===== src/shared/fbp_pkg.sv =====
/*
  Constants and types shared by the flash block-protection controller.
  Assumes a x16 parallel NOR bus with word addresses and a 100 MHz clock.
*/
package fbp_pkg;
  localparam int CLK_MHZ = 100;
  localparam int ACCESS_NS = 90;
  localparam int ACCESS_CYC = (ACCESS_NS * CLK_MHZ + 999) / 1000;
  localparam int RECOVER_NS = 30;
  localparam int RECOVER_CYC = (RECOVER_NS * CLK_MHZ + 999) / 1000;
  localparam int SYNC_CYC = 2;
  localparam int ADDR_W = 25;
  localparam int DQ_W = 16;
  localparam int DIE_BIT = 24;
  localparam int TOGGLE_BIT = 6;
  localparam int PROT_BIT = 0;
  // Register byte offsets on the Avalon-MM slave.
  localparam logic [7:0] REG_CTRL = 8'h00;
  localparam logic [7:0] REG_ADDR = 8'h04;
  localparam logic [7:0] REG_PINS = 8'h08;
  localparam logic [7:0] REG_STAT = 8'h0c;
  localparam logic [7:0] REG_RDATA = 8'h10;
  localparam int PINS_WP_BIT = 0;
  localparam int PINS_HPL_BIT = 1;
  localparam logic PINS_WP_RESET = 1'h1;
  // Bus command codes.
  localparam logic [ADDR_W-1:0] ADDR_UNLK1 = 25'h0000555;
  localparam logic [ADDR_W-1:0] ADDR_UNLK2 = 25'h00002aa;
  localparam logic [DQ_W-1:0] CODE_UNLK1 = 16'h00aa;
  localparam logic [DQ_W-1:0] CODE_UNLK2 = 16'h0055;
  localparam logic [DQ_W-1:0] CODE_ENTER_NV = 16'h00c0;
  localparam logic [DQ_W-1:0] CODE_ENTER_LOCK = 16'h0050;
  localparam logic [DQ_W-1:0] CODE_ENTER_VOL = 16'h00e0;
  localparam logic [DQ_W-1:0] CODE_ENTER_EXT = 16'h0088;
  localparam logic [DQ_W-1:0] CODE_PROG = 16'h00a0;
  localparam logic [DQ_W-1:0] CODE_CLR1 = 16'h0080;
  localparam logic [DQ_W-1:0] CODE_CLR2 = 16'h0030;
  localparam logic [DQ_W-1:0] CODE_EXIT1 = 16'h0090;
  localparam logic [DQ_W-1:0] CODE_EXIT2 = 16'h0000;
  localparam logic [DQ_W-1:0] DATA_SET = 16'h0000;
  localparam logic [DQ_W-1:0] DATA_CLEAR = 16'h0001;

  typedef enum logic [3:0] {
    OP_ENTER_NV = 4'h0, OP_PROG_NV = 4'h1, OP_READ_NV = 4'h2, OP_CLEAR_NV = 4'h3,
    OP_ENTER_LOCK = 4'h4, OP_PROG_LOCK = 4'h5, OP_READ_LOCK = 4'h6,
    OP_ENTER_VOL = 4'h7, OP_PROG_VOL = 4'h8, OP_CLEAR_VOL = 4'h9, OP_READ_VOL = 4'ha,
    OP_ENTER_EXT = 4'hb, OP_EXIT_EXT = 4'hc, OP_EXIT_PROT = 4'hd, OP_READ_WORD = 4'he
  } fbp_op_t;

  typedef enum logic [2:0] {
    MODE_READ = 3'h0, MODE_NV = 3'h1, MODE_LOCK = 3'h2, MODE_VOL = 3'h3, MODE_EXT = 3'h4
  } fbp_mode_t;

  typedef struct packed {
    logic last;
    logic rd;
    logic [ADDR_W-1:0] addr;
    logic [DQ_W-1:0] data;
  } fbp_step_t;
endpackage : fbp_pkg


===== src/logic/fbp_ctrl.sv =====
/*
  Host controller for the block-protection command sets of a two-die NOR flash.
  Assumes an Avalon-MM master on the register side and the flash pins on the other;
  the flash reset pin is driven from the same reset as this block.
*/
`timescale 1ns/100ps
module fbp_ctrl (
  // Clock and reset.
  input wire logic ref_clk,
  input wire logic rst_b,
  // Avalon-MM slave.
  input wire logic [7:0] avs_address,
  input wire logic avs_read,
  input wire logic avs_write,
  input wire logic [31:0] avs_writedata,
  output logic [31:0] avs_readdata,
  output logic avs_waitrequest,
  // Flash bus.
  output logic [fbp_pkg::ADDR_W-1:0] flash_addr,
  output logic [fbp_pkg::DQ_W-1:0] flash_dq_out,
  output logic flash_dq_oe,
  input wire logic [fbp_pkg::DQ_W-1:0] flash_dq_in,
  output logic flash_ce_b,
  output logic flash_oe_b,
  output logic flash_we_b,
  output logic flash_rst_b,
  // Write-protect pin levels.
  output logic wp_high,
  output logic high_program_level
);
  typedef enum logic [1:0] {
    M_IDLE = 2'h0, M_RUN = 2'h1, M_WAIT = 2'h2
  } fbp_mstate_t;

  typedef struct packed {
    fbp_mstate_t st;
    logic [1:0] idx;
    fbp_pkg::fbp_op_t op;
    logic [fbp_pkg::ADDR_W-1:0] addr;
    fbp_pkg::fbp_mode_t [1:0] mode;
    logic busy;
    logic refused;
    logic prot;
    logic polling;
    logic poll_armed;
    logic poll_prev;
    logic [fbp_pkg::DQ_W-1:0] rdata;
    logic wp;
    logic hpl_req;
    logic hpl;
    logic rst_out;
    logic wait_n;
    logic [31:0] rd_word;
    logic cyc_start;
    logic cyc_rd;
    logic [fbp_pkg::ADDR_W-1:0] cyc_addr;
    logic [fbp_pkg::DQ_W-1:0] cyc_data;
  } fbp_ctrl_state_t;

  fbp_ctrl_state_t s;
  fbp_ctrl_state_t next_s;
  logic cyc_done;
  logic [fbp_pkg::DQ_W-1:0] cyc_rdata;

  // Bus cycles of each operation; every address carries the die select bit.
  function automatic fbp_pkg::fbp_step_t step_of(input fbp_pkg::fbp_op_t op,
      input logic [1:0] idx, input logic [fbp_pkg::ADDR_W-1:0] a);
    logic [fbp_pkg::ADDR_W-1:0] die;
    logic [fbp_pkg::DQ_W-1:0] code;
    fbp_pkg::fbp_step_t r;
    die = '0;
    die[fbp_pkg::DIE_BIT] = a[fbp_pkg::DIE_BIT];
    code = fbp_pkg::CODE_ENTER_NV;
    r = '{last: 1'b1, rd: 1'b0, addr: die, data: fbp_pkg::CODE_EXIT2};
    case (op)
      fbp_pkg::OP_ENTER_NV, fbp_pkg::OP_ENTER_LOCK, fbp_pkg::OP_ENTER_VOL,
      fbp_pkg::OP_ENTER_EXT, fbp_pkg::OP_EXIT_EXT: begin
        if (op == fbp_pkg::OP_ENTER_LOCK) code = fbp_pkg::CODE_ENTER_LOCK;
        if (op == fbp_pkg::OP_ENTER_VOL) code = fbp_pkg::CODE_ENTER_VOL;
        if (op == fbp_pkg::OP_ENTER_EXT) code = fbp_pkg::CODE_ENTER_EXT;
        if (op == fbp_pkg::OP_EXIT_EXT) code = fbp_pkg::CODE_EXIT1;
        case (idx)
          2'h0: r = '{1'b0, 1'b0, die | fbp_pkg::ADDR_UNLK1, fbp_pkg::CODE_UNLK1};
          2'h1: r = '{1'b0, 1'b0, die | fbp_pkg::ADDR_UNLK2, fbp_pkg::CODE_UNLK2};
          2'h2: r = '{op != fbp_pkg::OP_EXIT_EXT, 1'b0, die | fbp_pkg::ADDR_UNLK1, code};
          default: r = '{1'b1, 1'b0, die, fbp_pkg::CODE_EXIT2};
        endcase
      end
      fbp_pkg::OP_PROG_NV, fbp_pkg::OP_PROG_VOL, fbp_pkg::OP_CLEAR_VOL: begin
        if (idx == 2'h0) begin
          r = '{1'b0, 1'b0, die, fbp_pkg::CODE_PROG};
        end else if (op == fbp_pkg::OP_CLEAR_VOL) begin
          r = '{1'b1, 1'b0, a, fbp_pkg::DATA_CLEAR};
        end else begin
          r = '{1'b1, 1'b0, a, fbp_pkg::DATA_SET};
        end
      end
      fbp_pkg::OP_PROG_LOCK: begin
        r = '{idx != 2'h0, 1'b0, die, idx == 2'h0 ? fbp_pkg::CODE_PROG
                                                  : fbp_pkg::DATA_SET};
      end
      fbp_pkg::OP_CLEAR_NV: begin
        r = '{idx != 2'h0, 1'b0, die, idx == 2'h0 ? fbp_pkg::CODE_CLR1
                                                  : fbp_pkg::CODE_CLR2};
      end
      fbp_pkg::OP_READ_NV, fbp_pkg::OP_READ_VOL, fbp_pkg::OP_READ_WORD: begin
        r = '{1'b1, 1'b1, a, '0};
      end
      fbp_pkg::OP_READ_LOCK: begin
        r = '{1'b1, 1'b1, die, '0};
      end
      fbp_pkg::OP_EXIT_PROT: begin
        r = '{idx != 2'h0, 1'b0, die, idx == 2'h0 ? fbp_pkg::CODE_EXIT1
                                                  : fbp_pkg::CODE_EXIT2};
      end
      default: r = '{1'b1, 1'b1, a, '0};
    endcase
    return r;
  endfunction : step_of

  // An operation is accepted only in the command set that it belongs to; a word read is accepted in any mode.
  function automatic logic legal(input fbp_pkg::fbp_op_t op,
      input fbp_pkg::fbp_mode_t m, input logic hpl);
    logic ok;
    case (op)
      fbp_pkg::OP_ENTER_NV, fbp_pkg::OP_ENTER_LOCK, fbp_pkg::OP_ENTER_VOL,
      fbp_pkg::OP_ENTER_EXT: ok = (m == fbp_pkg::MODE_READ) && !hpl;
      fbp_pkg::OP_PROG_NV, fbp_pkg::OP_READ_NV,
      fbp_pkg::OP_CLEAR_NV: ok = (m == fbp_pkg::MODE_NV);
      fbp_pkg::OP_PROG_LOCK, fbp_pkg::OP_READ_LOCK: ok = (m == fbp_pkg::MODE_LOCK);
      fbp_pkg::OP_PROG_VOL, fbp_pkg::OP_CLEAR_VOL,
      fbp_pkg::OP_READ_VOL: ok = (m == fbp_pkg::MODE_VOL);
      fbp_pkg::OP_EXIT_EXT: ok = (m == fbp_pkg::MODE_EXT);
      fbp_pkg::OP_EXIT_PROT: ok = (m == fbp_pkg::MODE_NV) || (m == fbp_pkg::MODE_LOCK)
                                  || (m == fbp_pkg::MODE_VOL);
      fbp_pkg::OP_READ_WORD: ok = 1'b1;
      default: ok = 1'b0;
    endcase
    return ok;
  endfunction : legal

  always_comb begin
    fbp_pkg::fbp_step_t stp;
    fbp_pkg::fbp_op_t new_op;
    logic die;
    logic both_read;
    stp = step_of(s.op, s.idx, s.addr);
    new_op = fbp_pkg::fbp_op_t'(avs_writedata[3:0]);
    die = s.addr[fbp_pkg::DIE_BIT];
    both_read = (s.mode[0] == fbp_pkg::MODE_READ) && (s.mode[1] == fbp_pkg::MODE_READ);
    next_s = s;
    next_s.cyc_start = 1'b0;
    next_s.wait_n = 1'b1;
    next_s.rst_out = 1'b1;
    // Each request is answered one cycle after it is seen, then released.
    if ((avs_read || avs_write) && s.wait_n) begin
      next_s.wait_n = 1'b0;
      next_s.rd_word = 32'h00000000;
      if (avs_write) begin
        case (avs_address)
          fbp_pkg::REG_CTRL: begin
            if (s.busy || !legal(new_op, s.mode[die], s.hpl)) begin
              next_s.refused = 1'b1;
            end else begin
              next_s.op = new_op;
              next_s.refused = 1'b0;
              next_s.busy = 1'b1;
              next_s.idx = 2'h0;
              next_s.polling = 1'b0;
              next_s.st = M_RUN;
            end
          end
          fbp_pkg::REG_ADDR: begin
            if (!s.busy) next_s.addr = avs_writedata[fbp_pkg::ADDR_W-1:0];
          end
          fbp_pkg::REG_PINS: begin
            next_s.wp = avs_writedata[fbp_pkg::PINS_WP_BIT];
            next_s.hpl_req = avs_writedata[fbp_pkg::PINS_HPL_BIT];
          end
          default: begin
          end
        endcase
      end else begin
        case (avs_address)
          fbp_pkg::REG_CTRL: next_s.rd_word = {28'h0000000, s.op};
          fbp_pkg::REG_ADDR: next_s.rd_word = {7'h00, s.addr};
          fbp_pkg::REG_PINS: next_s.rd_word = {29'h00000000, s.hpl, s.hpl_req, s.wp};
          fbp_pkg::REG_STAT: next_s.rd_word = {22'h000000, s.mode[1], s.mode[0],
                                               1'b0, s.prot, s.refused, s.busy};
          fbp_pkg::REG_RDATA: next_s.rd_word = {16'h0000, s.rdata};
          default: next_s.rd_word = 32'h00000000;
        endcase
      end
    end
    // The high programming level is only raised while both dies sit in read mode.
    next_s.hpl = s.hpl_req && (s.hpl || (both_read && !s.busy));
    case (s.st)
      M_IDLE: begin
      end
      M_RUN: begin
        next_s.cyc_start = 1'b1;
        next_s.cyc_rd = s.polling ? 1'b1 : stp.rd;
        next_s.cyc_addr = s.polling ? s.addr : stp.addr;
        next_s.cyc_data = stp.data;
        next_s.st = M_WAIT;
      end
      M_WAIT: begin
        if (cyc_done) begin
          next_s.st = M_RUN;
          if (s.polling) begin
            // Programming is over once the toggle bit stops changing.
            next_s.poll_armed = 1'b1;
            next_s.poll_prev = cyc_rdata[fbp_pkg::TOGGLE_BIT];
            if (s.poll_armed && (cyc_rdata[fbp_pkg::TOGGLE_BIT] == s.poll_prev)) begin
              next_s.st = M_IDLE;
              next_s.busy = 1'b0;
            end
          end else if (!stp.last) begin
            next_s.idx = s.idx + 2'h1;
          end else if (s.op == fbp_pkg::OP_PROG_NV || s.op == fbp_pkg::OP_CLEAR_NV
                       || s.op == fbp_pkg::OP_PROG_LOCK || s.op == fbp_pkg::OP_PROG_VOL
                       || s.op == fbp_pkg::OP_CLEAR_VOL) begin
            next_s.polling = 1'b1;
            next_s.poll_armed = 1'b0;
          end else begin
            next_s.st = M_IDLE;
            next_s.busy = 1'b0;
            if (stp.rd) begin
              next_s.rdata = cyc_rdata;
              next_s.prot = cyc_rdata[fbp_pkg::PROT_BIT];
            end
            case (s.op)
              fbp_pkg::OP_ENTER_NV: next_s.mode[die] = fbp_pkg::MODE_NV;
              fbp_pkg::OP_ENTER_LOCK: next_s.mode[die] = fbp_pkg::MODE_LOCK;
              fbp_pkg::OP_ENTER_VOL: next_s.mode[die] = fbp_pkg::MODE_VOL;
              fbp_pkg::OP_ENTER_EXT: next_s.mode[die] = fbp_pkg::MODE_EXT;
              fbp_pkg::OP_EXIT_EXT,
              fbp_pkg::OP_EXIT_PROT: next_s.mode[die] = fbp_pkg::MODE_READ;
              default: begin
              end
            endcase
          end
        end
      end
      default: begin
        next_s.st = M_IDLE;
      end
    endcase
  end

  // Flash reset follows this reset, so both die modes restart in read mode.
  always_ff @(posedge ref_clk or negedge rst_b) begin
    if (!rst_b) begin
      s <= '{st: M_IDLE, idx: 2'h0, op: fbp_pkg::OP_READ_WORD, addr: '0,
             mode: '{fbp_pkg::MODE_READ, fbp_pkg::MODE_READ}, busy: 1'b0, refused: 1'b0,
             prot: 1'b0, polling: 1'b0, poll_armed: 1'b0, poll_prev: 1'b0, rdata: '0,
             wp: fbp_pkg::PINS_WP_RESET, hpl_req: 1'b0, hpl: 1'b0, rst_out: 1'b0,
             wait_n: 1'b1, rd_word: 32'h00000000, cyc_start: 1'b0, cyc_rd: 1'b0,
             cyc_addr: '0, cyc_data: '0};
    end else begin
      s <= next_s;
    end
  end

  fbp_bus_cycle u_cycle (
    .ref_clk(ref_clk),
    .rst_b(rst_b),
    .start(s.cyc_start),
    .rd(s.cyc_rd),
    .addr(s.cyc_addr),
    .wdata(s.cyc_data),
    .done(cyc_done),
    .rdata(cyc_rdata),
    .pin_addr(flash_addr),
    .pin_dq_out(flash_dq_out),
    .pin_dq_oe(flash_dq_oe),
    .pin_dq_in(flash_dq_in),
    .pin_ce_b(flash_ce_b),
    .pin_oe_b(flash_oe_b),
    .pin_we_b(flash_we_b)
  );

  assign avs_readdata = s.rd_word;
  assign avs_waitrequest = s.wait_n;
  assign flash_rst_b = s.rst_out;
  assign wp_high = s.wp;
  assign high_program_level = s.hpl;

  wait_pulse_a: assert property (@(posedge ref_clk) disable iff (!rst_b)
    !avs_waitrequest |=> avs_waitrequest) else $error("waitrequest low two cycles");
  nv_order_a: assert property (@(posedge ref_clk) disable iff (!rst_b)
    (s.wait_n && avs_write && avs_address == fbp_pkg::REG_CTRL && !s.busy
     && avs_writedata[3:0] == 4'h1 && s.mode[s.addr[24]] != fbp_pkg::MODE_NV)
    |=> s.refused && !s.busy) else $error("nonvolatile op taken outside its set");
  hpl_read_a: assert property (@(posedge ref_clk) disable iff (!rst_b)
    $rose(high_program_level) |-> $past(s.mode[0]) == fbp_pkg::MODE_READ
    && $past(s.mode[1]) == fbp_pkg::MODE_READ && !$past(s.busy))
    else $error("high program level raised outside read mode");
  enter_mode_a: assert property (@(posedge ref_clk) disable iff (!rst_b)
    (s.st == M_WAIT && cyc_done && s.op == fbp_pkg::OP_ENTER_VOL && s.idx == 2'h2)
    |=> s.mode[s.addr[24]] == fbp_pkg::MODE_VOL && !s.busy)
    else $error("volatile set not entered");
  cov_poll_c: cover property (@(posedge ref_clk) disable iff (!rst_b)
    s.polling && cyc_done ##[1:100] !s.busy);
  cov_refuse_c: cover property (@(posedge ref_clk) disable iff (!rst_b) $rose(s.refused));
  cov_ext_c: cover property (@(posedge ref_clk) disable iff (!rst_b)
    s.mode[1] == fbp_pkg::MODE_EXT);
endmodule : fbp_ctrl


===== src/logic/fbp_bus_cycle.sv =====
/*
  One asynchronous flash bus cycle, write or read, with fixed pin timing.
  Assumes start pulses only while idle; dq_in arrives unsynchronised from the pin.
*/
`timescale 1ns/100ps
module fbp_bus_cycle (
  // Clock and reset.
  input wire logic ref_clk,
  input wire logic rst_b,
  // Request and answer.
  input wire logic start,
  input wire logic rd,
  input wire logic [fbp_pkg::ADDR_W-1:0] addr,
  input wire logic [fbp_pkg::DQ_W-1:0] wdata,
  output logic done,
  output logic [fbp_pkg::DQ_W-1:0] rdata,
  // Flash pins.
  output logic [fbp_pkg::ADDR_W-1:0] pin_addr,
  output logic [fbp_pkg::DQ_W-1:0] pin_dq_out,
  output logic pin_dq_oe,
  input wire logic [fbp_pkg::DQ_W-1:0] pin_dq_in,
  output logic pin_ce_b,
  output logic pin_oe_b,
  output logic pin_we_b
);
  typedef enum logic [1:0] {
    C_IDLE = 2'h0, C_SETUP = 2'h1, C_ACT = 2'h2, C_HOLD = 2'h3
  } fbp_cyc_t;

  typedef struct packed {
    fbp_cyc_t st;
    logic [7:0] cnt;
    logic rd;
    logic ce_b;
    logic oe_b;
    logic we_b;
    logic dq_oe;
    logic done;
    logic [fbp_pkg::ADDR_W-1:0] a;
    logic [fbp_pkg::DQ_W-1:0] dout;
    logic [fbp_pkg::DQ_W-1:0] din;
    logic [fbp_pkg::DQ_W-1:0] sync1;
    logic [fbp_pkg::DQ_W-1:0] sync2;
  } fbp_cyc_state_t;

  fbp_cyc_state_t s;
  fbp_cyc_state_t next_s;

  always_comb begin
    next_s = s;
    next_s.done = 1'b0;
    next_s.sync1 = pin_dq_in;
    next_s.sync2 = s.sync1;
    case (s.st)
      C_IDLE: begin
        if (start) begin
          next_s.a = addr;
          next_s.dout = wdata;
          next_s.rd = rd;
          next_s.dq_oe = !rd;
          next_s.st = C_SETUP;
        end
      end
      C_SETUP: begin
        next_s.ce_b = 1'b0;
        next_s.oe_b = !s.rd;
        next_s.we_b = s.rd;
        // Reads wait out the input synchroniser on top of the access time.
        next_s.cnt = s.rd ? 8'(fbp_pkg::ACCESS_CYC + fbp_pkg::SYNC_CYC)
                          : 8'(fbp_pkg::ACCESS_CYC);
        next_s.st = C_ACT;
      end
      C_ACT: begin
        next_s.cnt = s.cnt - 8'h01;
        if (s.cnt == 8'h01) begin
          if (s.rd) begin
            next_s.din = s.sync2;
          end
          next_s.ce_b = 1'b1;
          next_s.oe_b = 1'b1;
          next_s.we_b = 1'b1;
          next_s.cnt = 8'(fbp_pkg::RECOVER_CYC);
          next_s.st = C_HOLD;
        end
      end
      C_HOLD: begin
        next_s.cnt = s.cnt - 8'h01;
        if (s.cnt == 8'h01) begin
          next_s.dq_oe = 1'b0;
          next_s.done = 1'b1;
          next_s.st = C_IDLE;
        end
      end
      default: begin
        next_s.st = C_IDLE;
      end
    endcase
  end

  always_ff @(posedge ref_clk or negedge rst_b) begin
    if (!rst_b) begin
      s <= '{st: C_IDLE, cnt: 8'h00, rd: 1'b0, ce_b: 1'b1, oe_b: 1'b1, we_b: 1'b1,
             dq_oe: 1'b0, done: 1'b0, a: '0, dout: '0, din: '0, sync1: '0, sync2: '0};
    end else begin
      s <= next_s;
    end
  end

  assign done = s.done;
  assign rdata = s.din;
  assign pin_addr = s.a;
  assign pin_dq_out = s.dout;
  assign pin_dq_oe = s.dq_oe;
  assign pin_ce_b = s.ce_b;
  assign pin_oe_b = s.oe_b;
  assign pin_we_b = s.we_b;

  rw_exclusive_a: assert property (@(posedge ref_clk) disable iff (!rst_b)
    !(!s.oe_b && !s.we_b)) else $error("output and write enables low together");
  bus_contention_a: assert property (@(posedge ref_clk) disable iff (!rst_b)
    !s.oe_b |-> !s.dq_oe) else $error("host drives dq during a read");
  done_pulse_a: assert property (@(posedge ref_clk) disable iff (!rst_b)
    s.done |=> !s.done) else $error("done held longer than one cycle");
  we_width_a: assert property (@(posedge ref_clk) disable iff (!rst_b)
    $fell(s.we_b) |-> !s.we_b[*8] ##1 !s.we_b ##1 s.we_b) else $error("write pulse width wrong");
endmodule : fbp_bus_cycle


===== config.mk =====
export PLATFORM = sky130hd
export DESIGN_NAME = fbp_ctrl
export DESIGN_NICKNAME = d
export VERILOG_FILES = /design/src/shared/fbp_pkg.sv /design/src/logic/fbp_ctrl.sv /design/src/logic/fbp_bus_cycle.sv
export SDC_FILE = /design/constraint.sdc
export NUM_CORES = 1
export LEC_CHECK = 0
export BUFFER_PORTS_ARGS = -buffer_cell sky130_fd_sc_hd__clkbuf_2
export CELL_PAD_IN_SITES_DETAIL_PLACEMENT = 1
export CELL_PAD_IN_SITES_GLOBAL_PLACEMENT = 1
export CORE_MARGIN = 10
export CORE_UTILIZATION = 49
export DETAILED_ROUTE_END_ITERATION = 12
export GPL_TIMING_DRIVEN = 0
export HOLD_SLACK_MARGIN = 0.12
export PLACE_DENSITY_LB_ADDON = 0.3
export REMOVE_ABC_BUFFERS = 1
export SYNTH_ARGS = -nofsm -noshare
export SYNTH_HDL_FRONTEND = slang
export SYNTH_SLANG_ARGS = --single-unit

===== constraint.sdc =====
create_clock -name ref_clk -period 3.82 [get_ports ref_clk]
set_input_delay 0.764 -clock ref_clk [delete_from_list [all_inputs] [get_ports ref_clk]]
set_output_delay 0.764 -clock ref_clk [all_outputs]
set_load 0.1 [all_outputs]

==> summary.md, run 1 <==
| Metric | Value |
|---|---|
| Initial Util | `0.495` |
| Final WL | `24,900 um` |
| Synth-to-layout area growth | `10.9%` |
| GR Overflow Total | `0` |
| Number of max-cap violations | `0` |
| Vias/cell | `5.44` |
| Clock buffers created by TritonCTS | `24` |
| Overall die height | `163 um` |
| WP depth | `7` |
| Pwr Total | `5380 uW` |
| Gr busiest metal | `met2` |
| DP HPWL | `17,000 um` |
| Final cell count without fillers | `1,264` |
| Mapped Cells | `935` |
| Slew @ Worst Pin | `1.37 ns` |
| Ant. Diodes | `0` |
| CP arrival | `3.87 ns` |
| Final setup viols | `0` |
| Reg-to-reg endpoint | `s[85]$_DFFE_PN0P_` |
| Most used DFF post-synth | `dfrtp_1` |
| First-pass GRT wire length | `40,900 um` |
| Slowest stage cell, crit path | `nor3_4` |
| Crit path cell chain | `clkbuf_2 > nor3_2 > nand3_1 > nor3b_2 > inv_2 > nor3_4 > mux2_2` |
| Final hold vios | `0` |
| Compound-gate portion of the synthesized area | `0.112` |
| Path depth of the worst reg2reg path | `8` |
| Async SR Flop Fraction | `1.00` |
| Cell taking the most area after synthesis | `dfrtp_1` |
| Met1 Use GR | `0.244` |
| Critical path endpoint category | `flop` |
| Placed Instance Area | `10,200 um2` |
| H-tree depth | `1` |
| RD Place Congestion | `0.852` |
| Mapped Area | `9960 um2` |
| Clock Skew | `0.0185 ns` |
| Kind of cell adding the most delay to the critical path | `simple AND/OR/NAND/NOR gates` |
| RSZ-0062 raised after global routing | `no` |
| Yosys top cell area share | `0.538` |
| Leading post-synthesis cells by cell area | `dfrtp_1 54%, nand2_1 7.0%, mux2_2 6.1%` |
| Critical path buffers and inverters | `2` |
| Max incr delay on CP | `1.06 ns` |
| Clock Tree Buf Depth | `3` |
| Largest net degree at the start of global routing | `103` |
| Post-synth EDFFs | `0` |
| Final min period | `3.48 ns` |
| Switching share of power | `0.257` |
| CP Launch Point | `avs_address[1]` |
| Die X | `163 um` |
| Initial DRC count | `392` |
| Core box area | `20,100 um2` |
| Hold Path Class | `in2async` |
| Setup CP Type | `in2reg` |
| Final period utilization | `0.911` |
| Largest family of logic cells by synthesized area | `simple AND/OR/NAND/NOR gates` |
| CTS Hold Bufs | `0` |
| Vias | `6,870` |
| Vias in the first global route | `7,538` |
| Die area | `26,400 um2` |
| Sink Count | `222` |
| Register area share after synthesis | `0.559` |
| Slew headroom | `0.0869` |
| Count leader, synth | `dfrtp_1` |
| Design Area, Final | `11,000 um2` |
| Inst Count DP | `1,220` |
| P_leak | `0.00545 uW` |
| Setup Buffers After CTS | `0` |
| Int Pwr | `4000 uW` |
| Combinational power share | `0.096` |
| Gr usage total | `0.187` |
| Grt met3 use | `0.0384` |
| Power per cell area | `487 nW/um2` |
| Fmax achieved | `287 MHz` |
| FF-to-FF setup slack | `0.56 ns` |
| Post-synthesis register bit count | `222` |
| Share of cells above drive strength 1 | `0.254` |
| Fin. max-slew vios | `0` |
| Critical Path End | `s[129]$_DFFE_PN0P_` |
| TritonCTS clock tree | `built` |
| GR Layer Usage met2 | `0.316` |
| Psw | `1380 uW` |
| Synth warnings | `0` |
| Status | `complete, no violations` |
| CTS clock-pin slew for the worst setup and hold paths | `0.06 ns` |
| ANT nets after route | `0` |
| Post-synthesis mux area share | `0.0912` |
| # resized after CTS | `0` |
| Clock Latency Late Sink | `0.52 ns` |
| Post-synthesis xor/xnor area fraction | `0.00264` |
| Layout Nets | `1,043` |
| Routed WL per cell | `19.7 um` |
| I/O pin cnt | `141` |
| Power share of the sequential group | `0.472` |
| Top post-synthesis cells by count | `214 x dfrtp_1, 187 x nand2_1, 76 x buf_4, 64 x o21ai_0, 54 x mux2_2` |
| Post-Synth Simple-Gate Area | `0.140` |
| DR DRC count | `0` |
| Clock Tree Root | `clkbuf_16` |
| Row count | `52` |
| Syn Area/Cell | `10.7 um2` |
| Crit Path Max Fanout | `25` |
| Post-Synth Adder-Cell Area | `0.00879` |
| Netlist cell types | `74` |
| FF-to-FF Start | `s[137]$_DFF_PN0_` |
| Maximum VDD drop | `0.000334 V` |
| Clock power frac | `0.431` |
| Buffers on Ports | `118` |
| Pre-Repair DR Iteration Count | `5` |
| Startpoint type of the worst setup path | `input port` |
| Critical path required time | `4.20 ns` |
| Initial antenna violation count | `0` |
## cells by family (layout without fill, tap and decap cells)
logic type,count (synthesis),after routing
DFF,222,222
xor gates and xnor gates,3,3
other,2,16
buffers and inverters,141,186
muxes,77,77
and+or+nand+nor,311,311
AOI/OAI and AO/OA,172,172
adders and majority gates,7,7
## stage by stage
stage | setup slack (ns) | utilization | hold WS [ns] | TNS (ns)
final | 0.339 | 0.550 | 0.213 | 0
after global routing | 0.0759 | 0.550 | 0.221 | 0
after CTS | 0.286 | 0.549 | 0.213 | 0
after detailed placement | -0.238 | 0.510 | 0.336 | -5.44
after global placement | -2.46 | 0.505 | 0.331 | -531.25
after floorplan | 0.844 | - | 0.331 | 0
## placed cells by master, fill, tap and decap left out, drive strengths merged, types with 2 or more instances in the layout
cell    synthesis  final
inv            21     21
nand2b          9      9
a22o           11     11
clkinv          0      6
a21o            2      2
clkbuf         30    154
a22oi           8      8
a21oi          35     35
a221oi         10     10
dfstp           8      8
nand2         187    187
nor2           52     52
ha              7      7
o221ai          2      2
and2            9      9
o21a            3      3
mux2           71     71
a31oi           3      3
nand3b          3      3
or3             4      4
nor3b           6      6
nor4            5      5
conb            2     16
nor2b           6      6
o21ai          66     66
o211ai          4      4
or2             2      2
nor3            9      9
dfrtp         214    214
o31ai           8      8
nand3           9      9
mux2i           6      6
or4             2      2
o22ai           5      5
bufinv          0      2
xnor2           2      2
buf            90      3
and3            4      4
## worst min path at each step
stage | from | endpoint | slack (ns) | cells after the start
detailed placement | u_cycle.next_s[14]$_DFF_PN0_ | u_cycle.s[14]$_DFF_PN0_ | 0.34 | 0
floorplan | u_cycle.next_s[0]$_DFF_PN0_ | u_cycle.s[0]$_DFF_PN0_ | 0.33 | 0
CTS | rst_b | u_cycle.s[102]$_DFFE_PN0P_ | 0.21 | 1
finish | rst_b | u_cycle.s[102]$_DFFE_PN0P_ | 0.21 | 1
global placement | u_cycle.next_s[14]$_DFF_PN0_ | u_cycle.s[14]$_DFF_PN0_ | 0.33 | 0
global route | rst_b | u_cycle.pin_dq_out[4]$_DFFE_PN0P_ | 0.22 | 1
## routing by layer
| layer | vias up | part of all wire |
|---|---|---|
| met1 | 3514 | 0.44 |
| li1 | 3178 | - |
| met3 | 33 | 0.046 |
| met4 | 0 | 0.018 |
| met2 | 145 | 0.49 |
| met5 | - | 0 |
## flip-flops by register name, summed over array words and instances (netlist names), 8 cells and up
name and flops:
avs_readdata 25, s 96, u_cycle.next_s 16, u_cycle.pin_addr 25, u_cycle.pin_dq_out 8, u_cycle.rdata 16, u_cycle.s 27
## power by group through the flow
stage	combinational [uW]	clock [uW]	sequential, uW
4_1_cts	525	2370	2540
3_3_place_gp	487	0	2570
6_report	518	2320	2540
5_1_grt	575	2480	2560
2_1_floorplan	259	0	2640
3_5_place_dp	519	0	2580
## area by class of cell
class,instances,area [um2]
fill,2193,9050
sequential,222,5570
multi-input combinational,586,3600
clock buffer,36,707
timing repair buffer,121,669
tap,270,338
clock inverter,8,90.1
inverter,21,78.8
Note: power is estimated with default switching activity, not from simulation.
==> run 2: changes to the inputs <==
GPL_TIMING_DRIVEN = not set   (was 0)
==> summary.md, run 2 (synthesis gave the netlist of run 1 again) <==
| Metric | Value |
|---|---|
| Status | `complete, no violations` |
| Hold_ws | `0.250 ns` |
| TNS Setup | `0 ns` |
| Final cell count without fillers | `1,272` |
| ANT nets after route | `0` |
| CTS Hold Bufs | `0` |
| Core box area | `20,100 um2` |
| Die X | `163 um` |
| Number of max-cap violations | `0` |
| Initial DRC count | `550` |
| Power share of the sequential group | `0.469` |
| I/O pin cnt | `141` |
| H-tree depth | `1` |
| DP HPWL | `17,600 um` |
| Vias/cell | `5.47` |
| Int Pwr | `4000 uW` |
| CTS clock-pin slew for the worst setup and hold paths | `0.06 ns` |
| Ant. Diodes | `0` |
| Share of cells above drive strength 1 | `0.261` |
| Inst Count DP | `1,228` |
| Clock Tree Root | `clkbuf_16` |
| RD Place Congestion | `0.884` |
| Initial antenna violation count | `0` |
| Setup CP Type | `reg2reg` |
| Synth-to-layout area growth | `11.6%` |
| GR Overflow Total | `0` |
| Final setup viols | `0` |
| Largest regs | `s: 96 flops, u_cycle.s: 27 flops` |
| Startpoint type of the worst setup path | `flop` |
| Final period utilization | `0.734` |
| Final min period | `2.80 ns` |
| CP Launch Point | `s[135]$_DFFE_PN1P_` |
| Critical path endpoint category | `flop` |
| Pre-Repair DR Iteration Count | `4` |
| Clock power frac | `0.435` |
| Fmax achieved | `357 MHz` |
| Power per cell area | `487 nW/um2` |
| Final hold vios | `0` |
| First-pass GRT wire length | `42,300 um` |
| Clock Tree Buf Depth | `3` |
| DR DRC count | `0` |
| # resized after CTS | `0` |
| Clock Skew | `0.0103 ns` |
| Gr usage total | `0.196` |
| Most used cells in the layout excluding fill and tap cells | `214 x dfrtp_1, 187 x nand2_1, 117 x clkbuf_2, 63 x o21ai_0, 54 x mux2_2` |
| Slew @ Worst Pin | `1.20 ns` |
| Final WL | `26,100 um` |
| Vias in the first global route | `7,610` |
| Crit Path Max Fanout | `24` |
| Largest net degree at the start of global routing | `85` |
| Biggest register | `s` |
| Combinational power share | `0.096` |
| Switching share of power | `0.261` |
| Max FFs per register | `96` |
| Overall die height | `163 um` |
| Sink Count | `222` |
| Clock buffers created by TritonCTS | `24` |
| Routed WL per cell | `20.5 um` |
| Layout Nets | `1,051` |
| Vias | `6,960` |
| Setup Buffers After CTS | `0` |
| P_leak | `0.00549 uW` |
| Clock Latency Late Sink | `0.51 ns` |
| Fin. max-slew vios | `0` |
| Slew headroom | `0.202` |
| Psw | `1410 uW` |
| RSZ-0062 raised after global routing | `no` |
| Die area | `26,400 um2` |
| Buffers on Ports | `118` |
| Row count | `52` |
| TritonCTS clock tree | `built` |
| FF-to-FF Start | `s[135]$_DFFE_PN1P_` |
| Most common cell after layout, fill and taps aside | `dfrtp_1` |
| Critical path required time | `4.21 ns` |
| Initial Util | `0.495` |
| CP arrival | `3.19 ns` |
| Hold Path Class | `in2async` |
| Maximum VDD drop | `0.000375 V` |
[run 2: final timing paths]
| check | cells past startpoint | slack (ns) | endpoint |
|---|---|---|---|
| worst max-delay path | 7 | 1.02 | s[80]$_DFFE_PN0P_ |
| worst min-delay path | 1 | 0.25 | u_cycle.pin_dq_out[0]$_DFFE_PN0P_ |
| worst max register to register | 7 | 1.02 | s[80]$_DFFE_PN0P_ |
| worst min register to register | 0 | 0.34 | u_cycle.s[4]$_DFF_PN0_ |
| max in group asynchronous | 2 | 2.74 | wp_high$_DFFE_PN1P_ |
| min in group ref_clk | 0 | 0.34 | u_cycle.s[4]$_DFF_PN0_ |
[run 2: per-stage QoR]
stage	setup WS, ns	total power (uW)	cell area [um2]	utilization
6_report	1.02	5410	11100	0.553
5_1_grt	0.892	5630	11100	0.553
4_1_cts	1.04	5470	11100	0.553
3_5_place_dp	0.902	3100	10300	0.512
3_3_place_gp	0.949	3070	10300	0.512
2_1_floorplan	0.844	2900	9230	-
[run 2: cell type report]
class | count | area, um2
Fill cell | 2170 | 8980
Sequential cell | 222 | 5570
Multi-Input combinational cell | 586 | 3600
Clock buffer | 36 | 747
Timing Repair Buffer | 129 | 721
Tap cell | 270 | 338
Inverter | 21 | 78.8
Clock inverter | 8 | 72.6
[run 2: worst max-delay path, cell delays in order (launching register included)]
cell and delay, ns:
dfstp_2 0.82, nand2b_1 0.32, o31ai_1 0.15, nand2b_2 0.27, o211ai_4 0.26, nand2b_1 0.15, buf_4 0.30, mux2_2 0.39
[run 2: per-layer routing]
| metal | GRT usage | share of wire | wire length, um | vias up |
|---|---|---|---|---|
| met5 | 0 | 0 | 0 | - |
| met4 | 0.0488 | 0.019 | 506 | 0 |
| met3 | 0.0447 | 0.063 | 1630 | 39 |
| met2 | 0.335 | 0.50 | 13100 | 165 |
| met1 | 0.247 | 0.42 | 10900 | 3560 |
| li1 | - | - | - | 3196 |
[run 2: power groups by stage]
| stage | clock (uW) | sequential (uW) | combinational, uW |
|---|---|---|---|
| after detailed placement | 0 | 2580 | 521 |
| after global placement | 0 | 2570 | 498 |
| final | 2360 | 2540 | 518 |
| after floorplan | 0 | 2640 | 259 |
| after global routing | 2510 | 2550 | 568 |
| after CTS | 2410 | 2540 | 523 |
